## src/rtl/i2csa_pkg.sv

```systemverilog
// Summary of operation
// - All slave functions except general call; start/stop interrupts in the two slave modes with start/stop (S7SP, S10SP).
// - Standard mode slave with 7-bit and 10-bit addressing.
// - Four-bit mode field picks one of five I2C modes.
// - Nothing but the start/stop status bits operates unless port_enable is set.
// - Enabled I2C mode with both pins set as inputs drives pins open drain.
// - As slave transmitter the device drives its own data onto SDA.
// - On match or data byte: acknowledge and, in the same cycle, copy bit_shifter into buffer.
// - Every matched address or received data byte sets irq flag; load if buffer empty; ack if neither flag set.
// - Buffer read clears buffer-full; overflow cleared only by software write.
// - After enable wait for start, then shift eight bits.
// - Sample each data bit on rising SCL.
// - Compare shifter bits 7:1 to address on falling edge of eighth clock.
// - Match with flags clear: load, set full, ack, irq at ninth falling edge.
// - 10-bit first byte is 11110 A9 A8 then write direction bit.
// - Each 10-bit address byte sets irq, full, update-address, holds SCL low.
// - 10-bit read after repeated start: high byte sets irq and full.
// - Matched write address clears status read/write bit, loads address.
// - Irq per data byte; software clears flag and reads status.
// - Clock release control set releases SCL; clear stretches SCL low while in the ACK or TX state.
package i2csa_pkg;
  localparam logic [3:0] I2CSA_MODE_S7    = 4'h6;
  localparam logic [3:0] I2CSA_MODE_S10   = 4'h7;
  localparam logic [3:0] I2CSA_MODE_MFW   = 4'hB;
  localparam logic [3:0] I2CSA_MODE_S7SP  = 4'hE;
  localparam logic [3:0] I2CSA_MODE_S10SP = 4'hF;
  localparam logic [4:0] I2CSA_TEN_HDR    = 5'h1E;
  localparam int         I2CSA_BITS       = 8;
  localparam logic [7:0] I2CSA_RST_BYTE   = 8'h00;

  typedef enum logic [2:0] {
    I2CSA_IDLE  = 3'b000,
    I2CSA_ADDR  = 3'b001,
    I2CSA_ACK   = 3'b010,
    I2CSA_RX    = 3'b011,
    I2CSA_TX    = 3'b100,
    I2CSA_TXACK = 3'b101,
    I2CSA_WAIT  = 3'b110
  } i2csa_state_t;
endpackage : i2csa_pkg

```

## src/rtl/i2csa_bus_if.sv

```systemverilog
`timescale 1ns/1ps
interface i2csa_bus_if;
  logic scl;
  logic sda;
  logic scl_rise;
  logic scl_fall;
  logic start_det;
  logic stop_det;
  modport sync (output scl, sda, scl_rise, scl_fall, start_det, stop_det);
  modport core (input  scl, sda, scl_rise, scl_fall, start_det, stop_det);
endinterface : i2csa_bus_if

```

## src/rtl/i2csa_sync.sv

```systemverilog
`timescale 1ns/1ps
module i2csa_sync
  import i2csa_pkg::*;
(
  input  wire logic ref_clk_i,  // Clock
  input  wire logic rst_n_i,    // Sync reset
  input  wire logic ce_i,       // Clock enable
  input  wire logic scl_i,      // Raw SCL
  input  wire logic sda_i,      // Raw SDA
  i2csa_bus_if.sync bus         // Clean bus view
);
  logic [1:0] scl_meta_r;
  logic [1:0] sda_meta_r;
  logic       scl_d_r;
  logic       sda_d_r;

  always_ff @(posedge ref_clk_i) begin
    if (!rst_n_i) begin
      scl_meta_r <= 2'h3;
      sda_meta_r <= 2'h3;
      scl_d_r    <= 1'b1;
      sda_d_r    <= 1'b1;
    end else if (ce_i) begin
      scl_meta_r <= {scl_meta_r[0], scl_i};
      sda_meta_r <= {sda_meta_r[0], sda_i};
      scl_d_r    <= scl_meta_r[1];
      sda_d_r    <= sda_meta_r[1];
    end
  end

  assign bus.scl       = scl_d_r;
  assign bus.sda       = sda_d_r;
  assign bus.scl_rise  = ce_i & scl_meta_r[1] & ~scl_d_r;
  assign bus.scl_fall  = ce_i & ~scl_meta_r[1] & scl_d_r;
  assign bus.start_det = ce_i & scl_meta_r[1] & scl_d_r & sda_d_r & ~sda_meta_r[1];
  assign bus.stop_det  = ce_i & scl_meta_r[1] & scl_d_r & ~sda_d_r & sda_meta_r[1];
endmodule : i2csa_sync

```

## src/rtl/i2csa_flags.sv

```systemverilog
`timescale 1ns/1ps
module i2csa_flags
  import i2csa_pkg::*;
(
  input  wire logic ref_clk_i,  // Clock
  input  wire logic rst_n_i,    // Sync reset
  input  wire logic ce_i,       // Clock enable
  input  wire logic set_i,      // Hardware set
  input  wire logic clr_i,      // Software clear
  output logic      flag_o      // Sticky flag
);
  // Set beats a same-cycle clear so no event is lost
  always_ff @(posedge ref_clk_i) begin
    if (!rst_n_i) begin
      flag_o <= 1'b0;
    end else if (ce_i) begin
      flag_o <= set_i | (flag_o & ~clr_i);
    end
  end
endmodule : i2csa_flags

```

## src/rtl/i2csa_slave.sv

```systemverilog
`timescale 1ns/1ps
module i2csa_slave
  import i2csa_pkg::*;
(
  input  wire logic       ref_clk_i,        // 40 MHz clock
  input  wire logic       rst_n_i,          // Sync reset, active low
  input  wire logic       ce_i,             // Clock enable
  input  wire logic       scl_i,            // SCL pin level
  output logic            scl_o,            // SCL drive value (always 0)
  output logic            scl_oe_o,         // SCL pulled low
  input  wire logic       sda_i,            // SDA pin level
  output logic            sda_o,            // SDA drive value (always 0)
  output logic            sda_oe_o,         // SDA pulled low
  input  wire logic       port_enable_i,    // Port enable
  input  wire logic [3:0] mode_select_i,    // Mode select field
  input  wire logic [1:0] pin_direction_i,  // Direction bits, 1 = input
  input  wire logic       clock_release_i,  // Clock release control level
  input  wire logic       clock_release_wr_i, // Write pulse setting release
  input  wire logic [7:0] slave_address_i,  // Address register value
  input  wire logic       addr_wr_i,        // Address register write pulse
  input  wire logic       buf_rd_i,         // Receive buffer read pulse
  input  wire logic [7:0] tx_data_i,        // Transmit byte
  input  wire logic       tx_wr_i,          // Transmit byte write pulse
  input  wire logic       ovf_clr_i,        // Overflow clear pulse
  input  wire logic       irq_clr_i,        // Irq flag clear pulse
  output logic [7:0]      rx_tx_buffer_o,   // Receive buffer
  output logic            buffer_full_o,    // Buffer full flag
  output logic            overflow_o,       // Receive overflow flag
  output logic            irq_flag_o,       // Port irq flag
  output logic            update_addr_o,    // Update address flag
  output logic            read_write_o,     // Status read/write bit
  output logic            data_addr_o,      // Last byte was data
  output logic            start_seen_o,     // Start seen status
  output logic            stop_seen_o,      // Stop seen status
  output logic            scl_hold_o        // SCL stretched
);
  i2csa_bus_if bus ();

  i2csa_sync u_sync (
    .ref_clk_i (ref_clk_i),
    .rst_n_i   (rst_n_i),
    .ce_i      (ce_i),
    .scl_i     (scl_i),
    .sda_i     (sda_i),
    .bus       (bus)
  );

  i2csa_state_t state_r, state_nxt;
  logic [7:0] shifter_r;
  logic [3:0] bitcnt_r;
  logic [7:0] buf_r;
  logic       ack_r;
  logic       ten_hi_r;
  logic       ten_ok_r;
  logic       hold_r;
  logic       rw_r;
  logic       da_r;
  logic       ua_r;
  logic       ss_r;
  logic       sp_r;
  logic       sda_drv_r;
  logic [7:0] tx_sh_r;
  logic       ovf_set;
  logic       irq_set;

  // Mode decode
  wire mode_s7   = (mode_select_i == I2CSA_MODE_S7) | (mode_select_i == I2CSA_MODE_S7SP);
  wire mode_s10  = (mode_select_i == I2CSA_MODE_S10) | (mode_select_i == I2CSA_MODE_S10SP);
  wire mode_sp   = (mode_select_i == I2CSA_MODE_S7SP) | (mode_select_i == I2CSA_MODE_S10SP);
  wire mode_mfw  = (mode_select_i == I2CSA_MODE_MFW);
  wire i2c_mode  = mode_s7 | mode_s10 | mode_mfw;
  wire active    = port_enable_i & i2c_mode;
  // Slave only listens with both pins released to it
  wire slave_on  = active & (mode_s7 | mode_s10) & (pin_direction_i == 2'h3);
  wire pins_od   = active & (pin_direction_i == 2'h3);

  wire byte_done = bus.scl_fall & (bitcnt_r == 4'(I2CSA_BITS));
  wire ninth_fall = bus.scl_fall & (bitcnt_r == 4'(I2CSA_BITS + 1));
  wire blocked   = buffer_full_o | overflow_o;

  // Address match, general call deliberately not answered
  wire hdr_ten   = (shifter_r[7:3] == I2CSA_TEN_HDR);
  wire gen_call  = (shifter_r[7:1] == 7'h00);
  wire m7        = mode_s7 & ~gen_call & (shifter_r[7:1] == slave_address_i[7:1]);
  wire m10_hi    = mode_s10 & hdr_ten & (shifter_r[2:1] == slave_address_i[2:1]);
  wire m10_lo    = mode_s10 & ten_hi_r & ~ten_ok_r & (shifter_r == slave_address_i);
  wire m10_rd    = mode_s10 & ten_ok_r & m10_hi & shifter_r[0];
  wire addr_hit  = m7 | m10_hi | m10_lo;
  wire is_read   = (m7 | m10_rd) & shifter_r[0];
  wire is_ten    = mode_s10 & (m10_hi | m10_lo) & ~m10_rd;

  // Load and ack decisions at end of an address or data byte
  wire byte_rx   = byte_done & ((state_r == I2CSA_ADDR & addr_hit) | state_r == I2CSA_RX);
  wire do_load   = byte_rx & ~buffer_full_o;
  wire do_ack    = byte_rx & ~blocked;
  assign ovf_set = byte_rx & buffer_full_o & (state_r == I2CSA_RX);
  assign irq_set = (ninth_fall & (state_r == I2CSA_ACK)) |
                   (mode_sp & (bus.start_det | bus.stop_det) & active);

  always_comb begin
    state_nxt = state_r;
    unique case (state_r)
      I2CSA_IDLE:  state_nxt = state_r;
      I2CSA_ADDR:  if (byte_done) begin
                     state_nxt = addr_hit ? I2CSA_ACK : I2CSA_IDLE;
                   end
      I2CSA_ACK:   if (ninth_fall) begin
                     // Low address byte still to come after a 10-bit header
                     state_nxt = (rw_r & ~da_r) ? I2CSA_TX :
                                 ((ten_hi_r & ~ten_ok_r) ? I2CSA_ADDR : I2CSA_RX);
                   end
      I2CSA_RX:    if (byte_done) begin
                     state_nxt = I2CSA_ACK;
                   end
      I2CSA_TX:    if (byte_done) begin
                     state_nxt = I2CSA_TXACK;
                   end
      I2CSA_TXACK: if (ninth_fall) begin
                     state_nxt = bus.sda ? I2CSA_IDLE : I2CSA_TX;
                   end
      I2CSA_WAIT:  state_nxt = state_r;
      default:     state_nxt = I2CSA_IDLE;
    endcase
    if (bus.start_det & slave_on) begin
      state_nxt = I2CSA_ADDR;
    end else if (bus.stop_det | ~slave_on) begin
      state_nxt = I2CSA_IDLE;
    end
  end

  always_ff @(posedge ref_clk_i) begin
    if (!rst_n_i) begin
      state_r <= I2CSA_IDLE;
    end else if (ce_i) begin
      state_r <= state_nxt;
    end
  end

  // Bit counter and shifter; count restarts at 1 on the rise after the ninth clock
  always_ff @(posedge ref_clk_i) begin
    if (!rst_n_i) begin
      bitcnt_r  <= 4'h0;
      shifter_r <= I2CSA_RST_BYTE;
    end else if (ce_i) begin
      if (bus.start_det) begin
        bitcnt_r <= 4'h0;
      end else if (bus.scl_rise) begin
        bitcnt_r  <= (bitcnt_r == 4'(I2CSA_BITS + 1)) ? 4'h1 : bitcnt_r + 4'h1;
        if (bitcnt_r != 4'(I2CSA_BITS)) begin
          shifter_r <= {shifter_r[6:0], bus.sda};
        end
      end
    end
  end

  // Buffer, ack latch and status bits
  always_ff @(posedge ref_clk_i) begin
    if (!rst_n_i) begin
      buf_r    <= I2CSA_RST_BYTE;
      ack_r    <= 1'b0;
      rw_r     <= 1'b0;
      da_r     <= 1'b0;
      ten_hi_r <= 1'b0;
      ten_ok_r <= 1'b0;
      ss_r     <= 1'b0;
      sp_r     <= 1'b0;
    end else if (ce_i) begin
      if (do_load) begin
        buf_r <= shifter_r;
      end
      if (byte_done & (state_r == I2CSA_ADDR | state_r == I2CSA_RX)) begin
        ack_r <= do_ack;
      end
      if (byte_done & state_r == I2CSA_ADDR & addr_hit) begin
        rw_r     <= is_read;
        da_r     <= 1'b0;
        ten_hi_r <= m10_hi & ~m10_rd;
        ten_ok_r <= m10_lo | (ten_ok_r & m10_rd);
      end else if (byte_done & state_r == I2CSA_RX) begin
        da_r <= 1'b1;
      end
      if (bus.start_det) begin
        ss_r <= 1'b1;
        sp_r <= 1'b0;
      end else if (bus.stop_det) begin
        sp_r     <= 1'b1;
        ss_r     <= 1'b0;
        ten_ok_r <= 1'b0;
      end
    end
  end

  // Stretch after 10-bit address bytes and after a read address, before the first transmit byte
  logic is_ten_r;
  // Data bytes never set hold_r, even inside a 10-bit session
  wire ten_ack  = ninth_fall & state_r == I2CSA_ACK & is_ten_r & ~da_r;
  wire hold_set = ten_ack |
                  (ninth_fall & state_r == I2CSA_ACK & rw_r & ~da_r);
  wire hold_clr = (ua_r & addr_wr_i) | (clock_release_wr_i & clock_release_i);
  wire hold_clr_n = ~(state_r == I2CSA_TX | state_r == I2CSA_ACK | hold_r);

  always_ff @(posedge ref_clk_i) begin
    if (!rst_n_i) begin
      is_ten_r <= 1'b0;
      ua_r     <= 1'b0;
      hold_r   <= 1'b0;
    end else if (ce_i) begin
      if (byte_done & state_r == I2CSA_ADDR) begin
        is_ten_r <= is_ten;
      end
      ua_r   <= ten_ack | (ua_r & ~addr_wr_i);
      hold_r <= slave_on & (hold_set | (hold_r & ~hold_clr));
    end
  end

  // Transmit shifter, loaded by software while clock is held
  always_ff @(posedge ref_clk_i) begin
    if (!rst_n_i) begin
      tx_sh_r   <= I2CSA_RST_BYTE;
      sda_drv_r <= 1'b0;
    end else if (ce_i) begin
      if (tx_wr_i) begin
        tx_sh_r <= tx_data_i;
      end else if (bus.scl_fall & state_r == I2CSA_TX & bitcnt_r != 4'h0) begin
        tx_sh_r <= {tx_sh_r[6:0], 1'b1};
      end
      if (bus.scl_fall) begin
        sda_drv_r <= (byte_done & do_ack) |
                     ((state_nxt == I2CSA_TX) & ~(byte_done | ninth_fall ? tx_sh_r[7] :
                      tx_sh_r[6]));
      end else if (~slave_on | bus.stop_det) begin
        sda_drv_r <= 1'b0;
      end
    end
  end

  i2csa_flags u_bf (
    .ref_clk_i (ref_clk_i),
    .rst_n_i   (rst_n_i),
    .ce_i      (ce_i),
    .set_i     (do_load),
    .clr_i     (buf_rd_i),
    .flag_o    (buffer_full_o)
  );

  i2csa_flags u_ov (
    .ref_clk_i (ref_clk_i),
    .rst_n_i   (rst_n_i),
    .ce_i      (ce_i),
    .set_i     (ovf_set),
    .clr_i     (ovf_clr_i),
    .flag_o    (overflow_o)
  );

  i2csa_flags u_if (
    .ref_clk_i (ref_clk_i),
    .rst_n_i   (rst_n_i),
    .ce_i      (ce_i),
    .set_i     (irq_set),
    .clr_i     (irq_clr_i),
    .flag_o    (irq_flag_o)
  );

  // Pins only driven in open-drain configuration
  assign scl_o          = 1'b0;
  assign sda_o          = 1'b0;
  assign scl_oe_o       = pins_od & slave_on & (hold_r | ~clock_release_i & ~hold_clr_n);
  assign sda_oe_o       = pins_od & slave_on & sda_drv_r;
  assign rx_tx_buffer_o = buf_r;
  assign update_addr_o  = ua_r;
  assign read_write_o   = rw_r;
  assign data_addr_o    = da_r;
  assign start_seen_o   = ss_r;
  assign stop_seen_o    = sp_r;
  assign scl_hold_o     = scl_oe_o;

  a_ack_when_clear: assert property (@(posedge ref_clk_i) disable iff (!rst_n_i)
    byte_rx & blocked |-> ##1 !ack_r)
    else $error("ack given while blocked");
  a_load_on_match: assert property (@(posedge ref_clk_i) disable iff (!rst_n_i)
    do_load & ce_i |=> buffer_full_o && rx_tx_buffer_o == $past(shifter_r))
    else $error("buffer not loaded");
  a_irq_ninth_edge: assert property (@(posedge ref_clk_i) disable iff (!rst_n_i)
    ce_i & ninth_fall & state_r == I2CSA_ACK |=> irq_flag_o)
    else $error("irq not set on ninth fall");
  a_ovf_sticky: assert property (@(posedge ref_clk_i) disable iff (!rst_n_i)
    overflow_o & !ovf_clr_i |=> overflow_o)
    else $error("overflow dropped");
  a_bf_read_clears: assert property (@(posedge ref_clk_i) disable iff (!rst_n_i)
    ce_i & buf_rd_i & !do_load |=> !buffer_full_o)
    else $error("buffer full not cleared");
  a_miss_no_ack: assert property (@(posedge ref_clk_i) disable iff (!rst_n_i)
    byte_done & state_r == I2CSA_ADDR & !addr_hit & ce_i |=> state_r == I2CSA_IDLE)
    else $error("mismatch not ignored");
  a_disabled_quiet: assert property (@(posedge ref_clk_i) disable iff (!rst_n_i)
    !port_enable_i |-> !scl_oe_o && !sda_oe_o)
    else $error("pins driven while disabled");
  a_ua_holds_scl: assert property (@(posedge ref_clk_i) disable iff (!rst_n_i)
    ua_r & pins_od & slave_on & hold_r |-> scl_oe_o)
    else $error("clock not held for address update");
  c_addr_ack: cover property (@(posedge ref_clk_i) do_ack);
  c_overflow: cover property (@(posedge ref_clk_i) ovf_set);
  c_ten_bit:  cover property (@(posedge ref_clk_i) ua_r);
  c_transmit: cover property (@(posedge ref_clk_i) state_r == I2CSA_TX);
endmodule : i2csa_slave

```

## config.mk

```make
export PLATFORM = sky130hd
export DESIGN_NAME = i2csa_slave
export DESIGN_NICKNAME = d
export VERILOG_FILES = /design/src/rtl/i2csa_pkg.sv /design/src/rtl/i2csa_bus_if.sv /design/src/rtl/i2csa_sync.sv /design/src/rtl/i2csa_flags.sv /design/src/rtl/i2csa_slave.sv
export SDC_FILE = /design/constraint.sdc
export NUM_CORES = 1
export LEC_CHECK = 0
export ABC_AREA = 1
export BUFFER_PORTS_ARGS = -buffer_cell sky130_fd_sc_hd__buf_2
export CORE_ASPECT_RATIO = 0.6
export CORE_MARGIN = 2
export CORE_UTILIZATION = 30
export CTS_CLUSTER_DIAMETER = 200
export DETAILED_ROUTE_END_ITERATION = 10
export PLACE_DENSITY_LB_ADDON = 0.12
export REMOVE_ABC_BUFFERS = 1
export SYNTH_ARGS = -nofsm -noshare
export SYNTH_HDL_FRONTEND = slang
export SYNTH_SLANG_ARGS = --single-unit
```

## constraint.sdc

```tcl
create_clock -name ref_clk_i -period 1.8 [get_ports ref_clk_i]
set_input_delay 0.36 -clock ref_clk_i [delete_from_list [all_inputs] [get_ports ref_clk_i]]
set_output_delay 0.36 -clock ref_clk_i [all_outputs]
set_load 0.005 [all_outputs]
```

Word-level counts from Yosys, hierarchy flattened

Index checks and enable logic that the tools add are counted.

Register bits: 50
Latch bits: 0
Memory bits (writable): 0
ROM bits: 0
Input port bits: 35
Output and inout bits: 21
Word-level logic and storage cells: 201
Memories: 0

Add/subtract/negate cells: 1
$mul: 0
Divide/modulo/power cells: 0
Order comparisons: 0
Equal/unequal tests: 20
Shift operators: 0
Muxes and demuxes: 29
Bitwise logic cells: 111
Reductions and logical operators: 18

Operator list:

| cell                  | number |
|---|---|
| $and A1 B1 Y1         | 65 |
| $mux W3               | 9 |
| $or A1 B1 Y1          | 27 |
| $eq A4 B4 Y1 const B  | 5 |
| $not A1 Y1            | 19 |
| $pmux W3 S6           | 1 |
| $mux W8               | 2 |
| $reduce_and A2 Y1     | 8 |
| $eq A3 B3 Y1 const B  | 4 |
| $mux W1               | 12 |
| $mux W4               | 3 |
| $reduce_bool A2 Y1    | 5 |
| $eq A4 B3 Y1 const B  | 2 |
| $eq A8 B8 Y1          | 1 |
| $eq A7 B7 Y1          | 1 |
| $logic_not A7 Y1      | 1 |
| $eq A3 B2 Y1 const B  | 2 |
| $eq A5 B5 Y1 const B  | 1 |
| $add A4 B1 Y4 const B | 1 |
| $mux W2               | 2 |
| $ne A4 B4 Y1 const B  | 1 |
| $reduce_and A4 Y1     | 1 |
| $reduce_bool A4 Y1    | 1 |
| $eq A3 B1 Y1 const B  | 1 |
| 4 further kinds       | 4 |

Logic depth before layout (Yosys ltp)

Depth in word-level cells: 15
Mapped depth: 13
Depth with buffers taken out: 13

Cells and area by module

A second synthesis with hierarchy kept.

Cell total of the unflattened synthesis: 421
Area total of the unflattened synthesis: 2727.6 um^2

Modules (own cells, without submodules):

| module      | times used | cells each | area an instance (um^2) | seq. area each (um^2) |
|---|---|---|---|---|
| i2csa_slave | 1          | 367        | 2342.2                  | 820.8 |
| i2csa_sync  | 1          | 36         | 254.0                   | 120.1 |
| i2csa_flags | 3          | 6          | 43.8                    | 20.0 |

Worst setup path before layout

No wires, ideal clock.

Path kind: input port to flip-flop
Start: input mode_select_i[0]
End: register buf_r[0] (netlist: rx_tx_buffer_o[0])
Setup time: 139 ps
Arrival time: 1342 ps
Data required time: 1661 ps
Path slack: 319 ps
Cell stages on the path: 11
Path buffers: 0
Path through: inv_1 nor2_4 nand3_1 nor2_1 nand2_2 nand3_4 nand2_8 nand2_8 nand2_8 nand2_2 a21oi_2

Word-level cells in the longest chain between the ends: 11
Elaborated cells on any way between the ends: 20
Those cells by class: eq/ne (4); bitwise (15); reduce/logical (1)

Ends and longest elaborated chain:

| item                                                  | line                                                    | source |
|---|---|---|
| start, declared                                       | i2csa_slave.sv:15                                       | `input wire logic [3:0] mode_select_i,` |
| $eq A4 B3 Y1, or another cell as far along            | i2csa_slave.sv:67                                       | `wire mode_s7 = (mode_select_i == I2CSA_MODE_S7) \| (mode_select_i == I2CSA_MODE_S7SP);` |
| $or A1 B1 Y1, on equally long branches                | i2csa_slave.sv:67, i2csa_slave.sv:68                    |  |
| $and A1 B1 Y1, on equally long branches (2 in series) | i2csa_slave.sv:84, i2csa_slave.sv:85, i2csa_slave.sv:86 |  |
| $or A1 B1 Y1 / $and A1 B1 Y1 (equally long branches)  | i2csa_slave.sv:88, i2csa_slave.sv:86                    |  |
| $or A1 B1 Y1 *                                        | i2csa_slave.sv:88                                       | `wire addr_hit = m7 \| m10_hi \| m10_lo;` |
| $and A1 B1 Y1 *                                       | i2csa_slave.sv:93                                       | `wire byte_rx = byte_done & ((state_r == I2CSA_ADDR & addr_hit) \| state_r == I2CSA_RX);` |
| $or A1 B1 Y1 *                                        | i2csa_slave.sv:93                                       |  |
| $and A1 B1 Y1 *                                       | i2csa_slave.sv:93                                       |  |
| $and A1 B1 Y1 *                                       | i2csa_slave.sv:94                                       | `wire do_load = byte_rx & ~buffer_full_o;` |
| $reduce_and A2 Y1 (no line) *                         | -                                                       |  |
| end signal, assigned                                  | i2csa_slave.sv:169                                      | `buf_r <= shifter_r;` |
| end, declared                                         | i2csa_slave.sv:51                                       | `logic [7:0] buf_r;` |

Every way passes the cells marked *; elsewhere a longest branch is shown, timed or not.
A chain may end at the register's enable or synchronous reset.

Worst setup path after layout

Start: register state_r[1]
End: output scl_hold_o

Word-level cells in the longest chain between the ends: 6
Elaborated cells on any way between the ends: 7
Those cells by class: eq/ne (2); bitwise (5)

Ends and longest elaborated chain:

| item                                                | line               | source |
|---|---|---|
| start, declared                                     | i2csa_slave.sv:48  | `i2csa_state_t state_r, state_nxt;` |
| start signal, assigned                              | i2csa_slave.sv:135 | `state_r <= state_nxt;` |
| $eq A3 B3 Y1 / $eq A3 B2 Y1 (equally long branches) | i2csa_slave.sv:200 | `wire hold_clr_n = ~(state_r == I2CSA_TX \| state_r == I2CSA_ACK \| hold_r);` |
| $or A1 B1 Y1 * (2 in series)                        | i2csa_slave.sv:200 |  |
| $and A1 B1 Y1 *                                     | i2csa_slave.sv:267 | `assign scl_oe_o = pins_od & slave_on & (hold_r \| ~clock_release_i & ~hold_clr_n);` |
| $or A1 B1 Y1 *                                      | i2csa_slave.sv:267 |  |
| $and A1 B1 Y1 *                                     | i2csa_slave.sv:267 |  |
| end, declared                                       | i2csa_slave.sv:35  | `output logic scl_hold_o` |

Marks and branches as above.

==> run_results.csv <==
group,metric,value,unit
status,outcome,"completed",
hold_path,timing.hold.worst.start,"scl_i",
clock_tree,clk_pin_slew,0.07,ns
timing,grt_setup_unrepaired,"yes",
clock_tree,clock-root-buffer,"clkbuf_16",
place,dpl.hpwl,5.968,mm
place,gp_routability_congestion,0.8806,
global_route,grt_pass1_vias,2342,
logic_synthesis,post_synth_inst_count,384,
run,max_cap_viol_count,0,
logic_synthesis,synth_seq_cells,50,
global_route,grt_first_pass_wirelength,12.30,mm
logic_synthesis,yosys_warnings,0,
setup_path,cp_num_buf_inv,2,
setup_path,cp_common_cell,"nor2_1",
timing,timing.final.hold_violations,0,
setup_path,worstReg2RegStart,"u_sync.scl_meta_r[1]",
timing,setup_violations,0,
cells_and_area,post_route_cells_drive_above_1_share,30.09,%
pwr,highest_ir_drop_seen_on_vdd,366.1,µV
setup_path,cp-start-kind,"register",
setup_path,path_class,"reg -> out",
clock_tree,clock_insertion_delay_worst_skew,0.29,ns
global_route,grt_antenna_before_repair,0,
drt,drt_first_pass_iters,5,
clock_tree,tritoncts.num_buffers,5,
cells_and_area,fin_cells,564,
setup_path,critPathMaxStageDelay,0.37,ns
place,place.detailed.instances,555,
floorplan,io_pins,56,
drt,postRouteAntennaNets,0,
pwr,power_density,744.6,mW/mm²
setup_path,worst_r2r_endpoint,"shifter_r[4]",
timing,fin_crit,1.718,ns
cells_and_area,insertedDiodeCount,0,
timing,clock.fmax,0.5820,GHz
clock_tree,cts-htree-levels,2,
floorplan,placeableCoreArea,0.008653,mm²
floorplan,die_outline_area,0.009896,mm²
logic_synthesis,yosys.cell_types.count,37,
timing,timing.final.crit_share,95.45,%
setup_path,setup.worst_path.start,"state_r[1]",
setup_path,reg2reg_depth,6,
clock_tree,ctsLongestPathBuffers,2,
setup_path,required,1.44,ns
drt,drcViolationCount,0,
hold_path,hold_path_depth,3,
timing,fin_worst_skew,0.005937,ns
hold_path,min-delay-path-class,"in -> reg",
logic_synthesis,syn-mean-instance-area,7.103,µm²
drt,route.final.wire_length,7.706,mm
logic_synthesis,netlist_area,0.002728,mm²
setup_path,slowest_stage,"dfxtp_4",
clock_tree,post_cts_hold_buffer_count,0,
global_route,maximum_number_of_pins_on_one_net_before_global_route_repair,29,
place,port_buffers,53,
setup_path,setup.worst_path.end_class,"primary output",
drt,detail_route.wl_per_cell,13.66,µm
drt,routed-via-count,2703,
floorplan,fp-row-count,26,
cells_and_area,layout_nets,487,
floorplan,die_y,77.86,µm
setup_path,critical-path-top-delay-family,"flip-flops",
logic_synthesis,ys_seq_area_share,36.70,%
floorplan,start_util,31.52,%
global_route,gr-usage-all-layers,15.68,%
setup_path,crit_chain,"inv_4 > nor2_4 > nand2_2 > a21oi_2 > nor2_1 > nor2_1 > buf_2",
drt,drt_first_iter_violations,169,
clock_tree,tritoncts,"yes",
setup_path,biggest_fanout_along_the_worst_timing_path,5,
pwr,p_leak,1.517,nW
drt,vias_per_cell,4.793,
floorplan,width_of_the_chip,127.1,µm
setup_path,timing.reg2reg.setup_slack,0.13,ns
timing,timing_max_transition_violations_final,0,
timing,fin_hold_ws,0.2758,ns
hold_path,min_to,"u_sync.scl_meta_r[0]",
global_route,grt_remaining_overflow,0,
clock_tree,cts_sinks,50,
setup_path,critical_path_arrival,1.36,ns
cells_and_area,area_delta_synth_final,25.69,%
through the flow:
step           cell area (µm²)  util, %  setup TNS (ns)  total power [W]  worst slack [ns]
6_report                  3428    39.62               0         0.002553           0.08192
5_1_grt                   3428    39.62        -0.05909         0.002665          -0.02384
4_1_cts                   3387    39.14               0         0.002561           0.01917
3_5_place_dp              3208    37.07               0         0.001473           0.02679
3_3_place_gp              3208    37.07               0         0.001472           0.03728
2_1_floorplan             2668        -               0         0.001341            0.3114
cell families after synthesis:
family	synth area share [%]
xor gates and xnor gates	1.284
other	0.1375
DFF	36.70
AOI/OAI and AO/OA	16.97
buffers and inverters	9.495
and+or+nand+nor	35.41
layer usage:
layer | vias up | GRT usage, % | wire length [µm]
li1 | 1401 | - | -
met1 | 1221 | 26.86 | 4612
met2 | 73 | 18.66 | 2580
met3 | 8 | 3.310 | 456
met4 | 0 | 3.187 | 57
met5 | - | 0 | 0
flip-flops by register name, summed over array words and instances (netlist names):
register / flops
rx_tx_buffer_o: 8
u_sync.sda_meta_r: 2
sda_drv_r: 1
u_ov.flag_o: 1
u_sync.bus.scl: 1
ten_hi_r: 1
data_addr_o: 1
ten_ok_r: 1
u_if.flag_o: 1
u_sync.scl_meta_r: 2
shifter_r: 8
tx_sh_r: 8
stop_seen_o: 1
update_addr_o: 1
read_write_o: 1
hold_r: 1
state_r: 3
u_sync.bus.sda: 1
is_ten_r: 1
start_seen_o: 1
u_bf.flag_o: 1
bitcnt_r: 4
cell usage in the layout (no fill, tap or decap), drive strengths merged, types with 2 or more instances in the layout:
| cell | n |
|---|---|
| a31oi | 7 |
| clkbuf | 5 |
| conb | 2 |
| buf | 73 |
| a21oi | 38 |
| inv | 50 |
| or2 | 2 |
| nor2 | 35 |
| nor4 | 2 |
| o211ai | 2 |
| nand2 | 87 |
| o21ai | 29 |
| nand3 | 39 |
| nand4 | 5 |
| nor3 | 12 |
| clkinv | 3 |
| dfxtp | 50 |
| xnor2 | 4 |
final cells by class:
type                            instances  area [µm²]
Inverter                               52       200.2
Fill cell                             947        5225
Clock buffer                            5       125.1
Multi-Input combinational cell        270        1500
Sequential cell                        50        1008
Timing Repair Buffer                   73       415.4
Tap cell                              112       140.1
Clock inverter                          2       38.79
Yosys cell counts:
cell type,number,area [µm²]
o21bai_1,1,7.510
xnor2_1,4,35.03
a211oi_1,1,7.510
nand3_2,2,20.02
nand2_2,11,68.82
clkbuf_1,8,30.03
nand4_1,5,31.28
or2_0,2,12.51
a31oi_1,7,43.79
nand3_1,35,175.2
nor4_1,1,6.260
nand2_1,73,274.0
clkinv_1,2,7.510
inv_1,44,165.2
dfxtp_1,50,1001
o221ai_1,1,8.760
inv_2,6,22.52
nor3_1,9,45.04
nor2_2,3,18.77
o21ai_0,26,130.1
conb_1,1,3.750
a21oi_2,8,70.07
buf_4,4,30.03
o31ai_1,1,7.510
nand3b_4,1,20.02
a21oi_1,30,150.1
o21ai_1,3,15.01
nor3_4,1,16.27
nor2_1,28,105.1
nand3_4,2,35.03
nand2_8,3,60.06
nor2_4,4,45.04
a21boi_0,1,7.510
o211ai_1,2,15.01
nor3_2,2,20.02
buf_1,1,3.750
nor4_2,1,12.51
worst max path at each step:
stage | depth (start not counted) | endpoint
final | 7 | scl_hold_o
after global placement | 11 | sda_drv_r
after global routing | 7 | scl_hold_o
after CTS | 6 | scl_hold_o
after floorplan | 11 | rx_tx_buffer_o[0]
after detailed placement | 11 | sda_drv_r
timing repair:
item	in CTS	in global routing
buffers inserted	0	2
endpoints found under the hold margin	0	0
gates resized for setup	6	11
pin swaps	0	3
setup endpoints to repair	2	11
report_power, final:
group	internal [W]	switching, W	total [W]	leakage, nW
clock network	0.000652	0.000440	0.00109	0.0799
logic	0.000111	0.000171	0.000283	1.03
registers	0.00114	0.0000343	0.00118	0.409
worst register-to-register path: stages, from the launching register on:
cell and delay, ns:
dfxtp_1 0.44, nand2_1 0.11, nor2_1 0.20, nand2_1 0.34
inv_1 0.22, o21ai_0 0.10, a21oi_1 0.17
No activity file was read; power rests on OpenSTA's default activity.
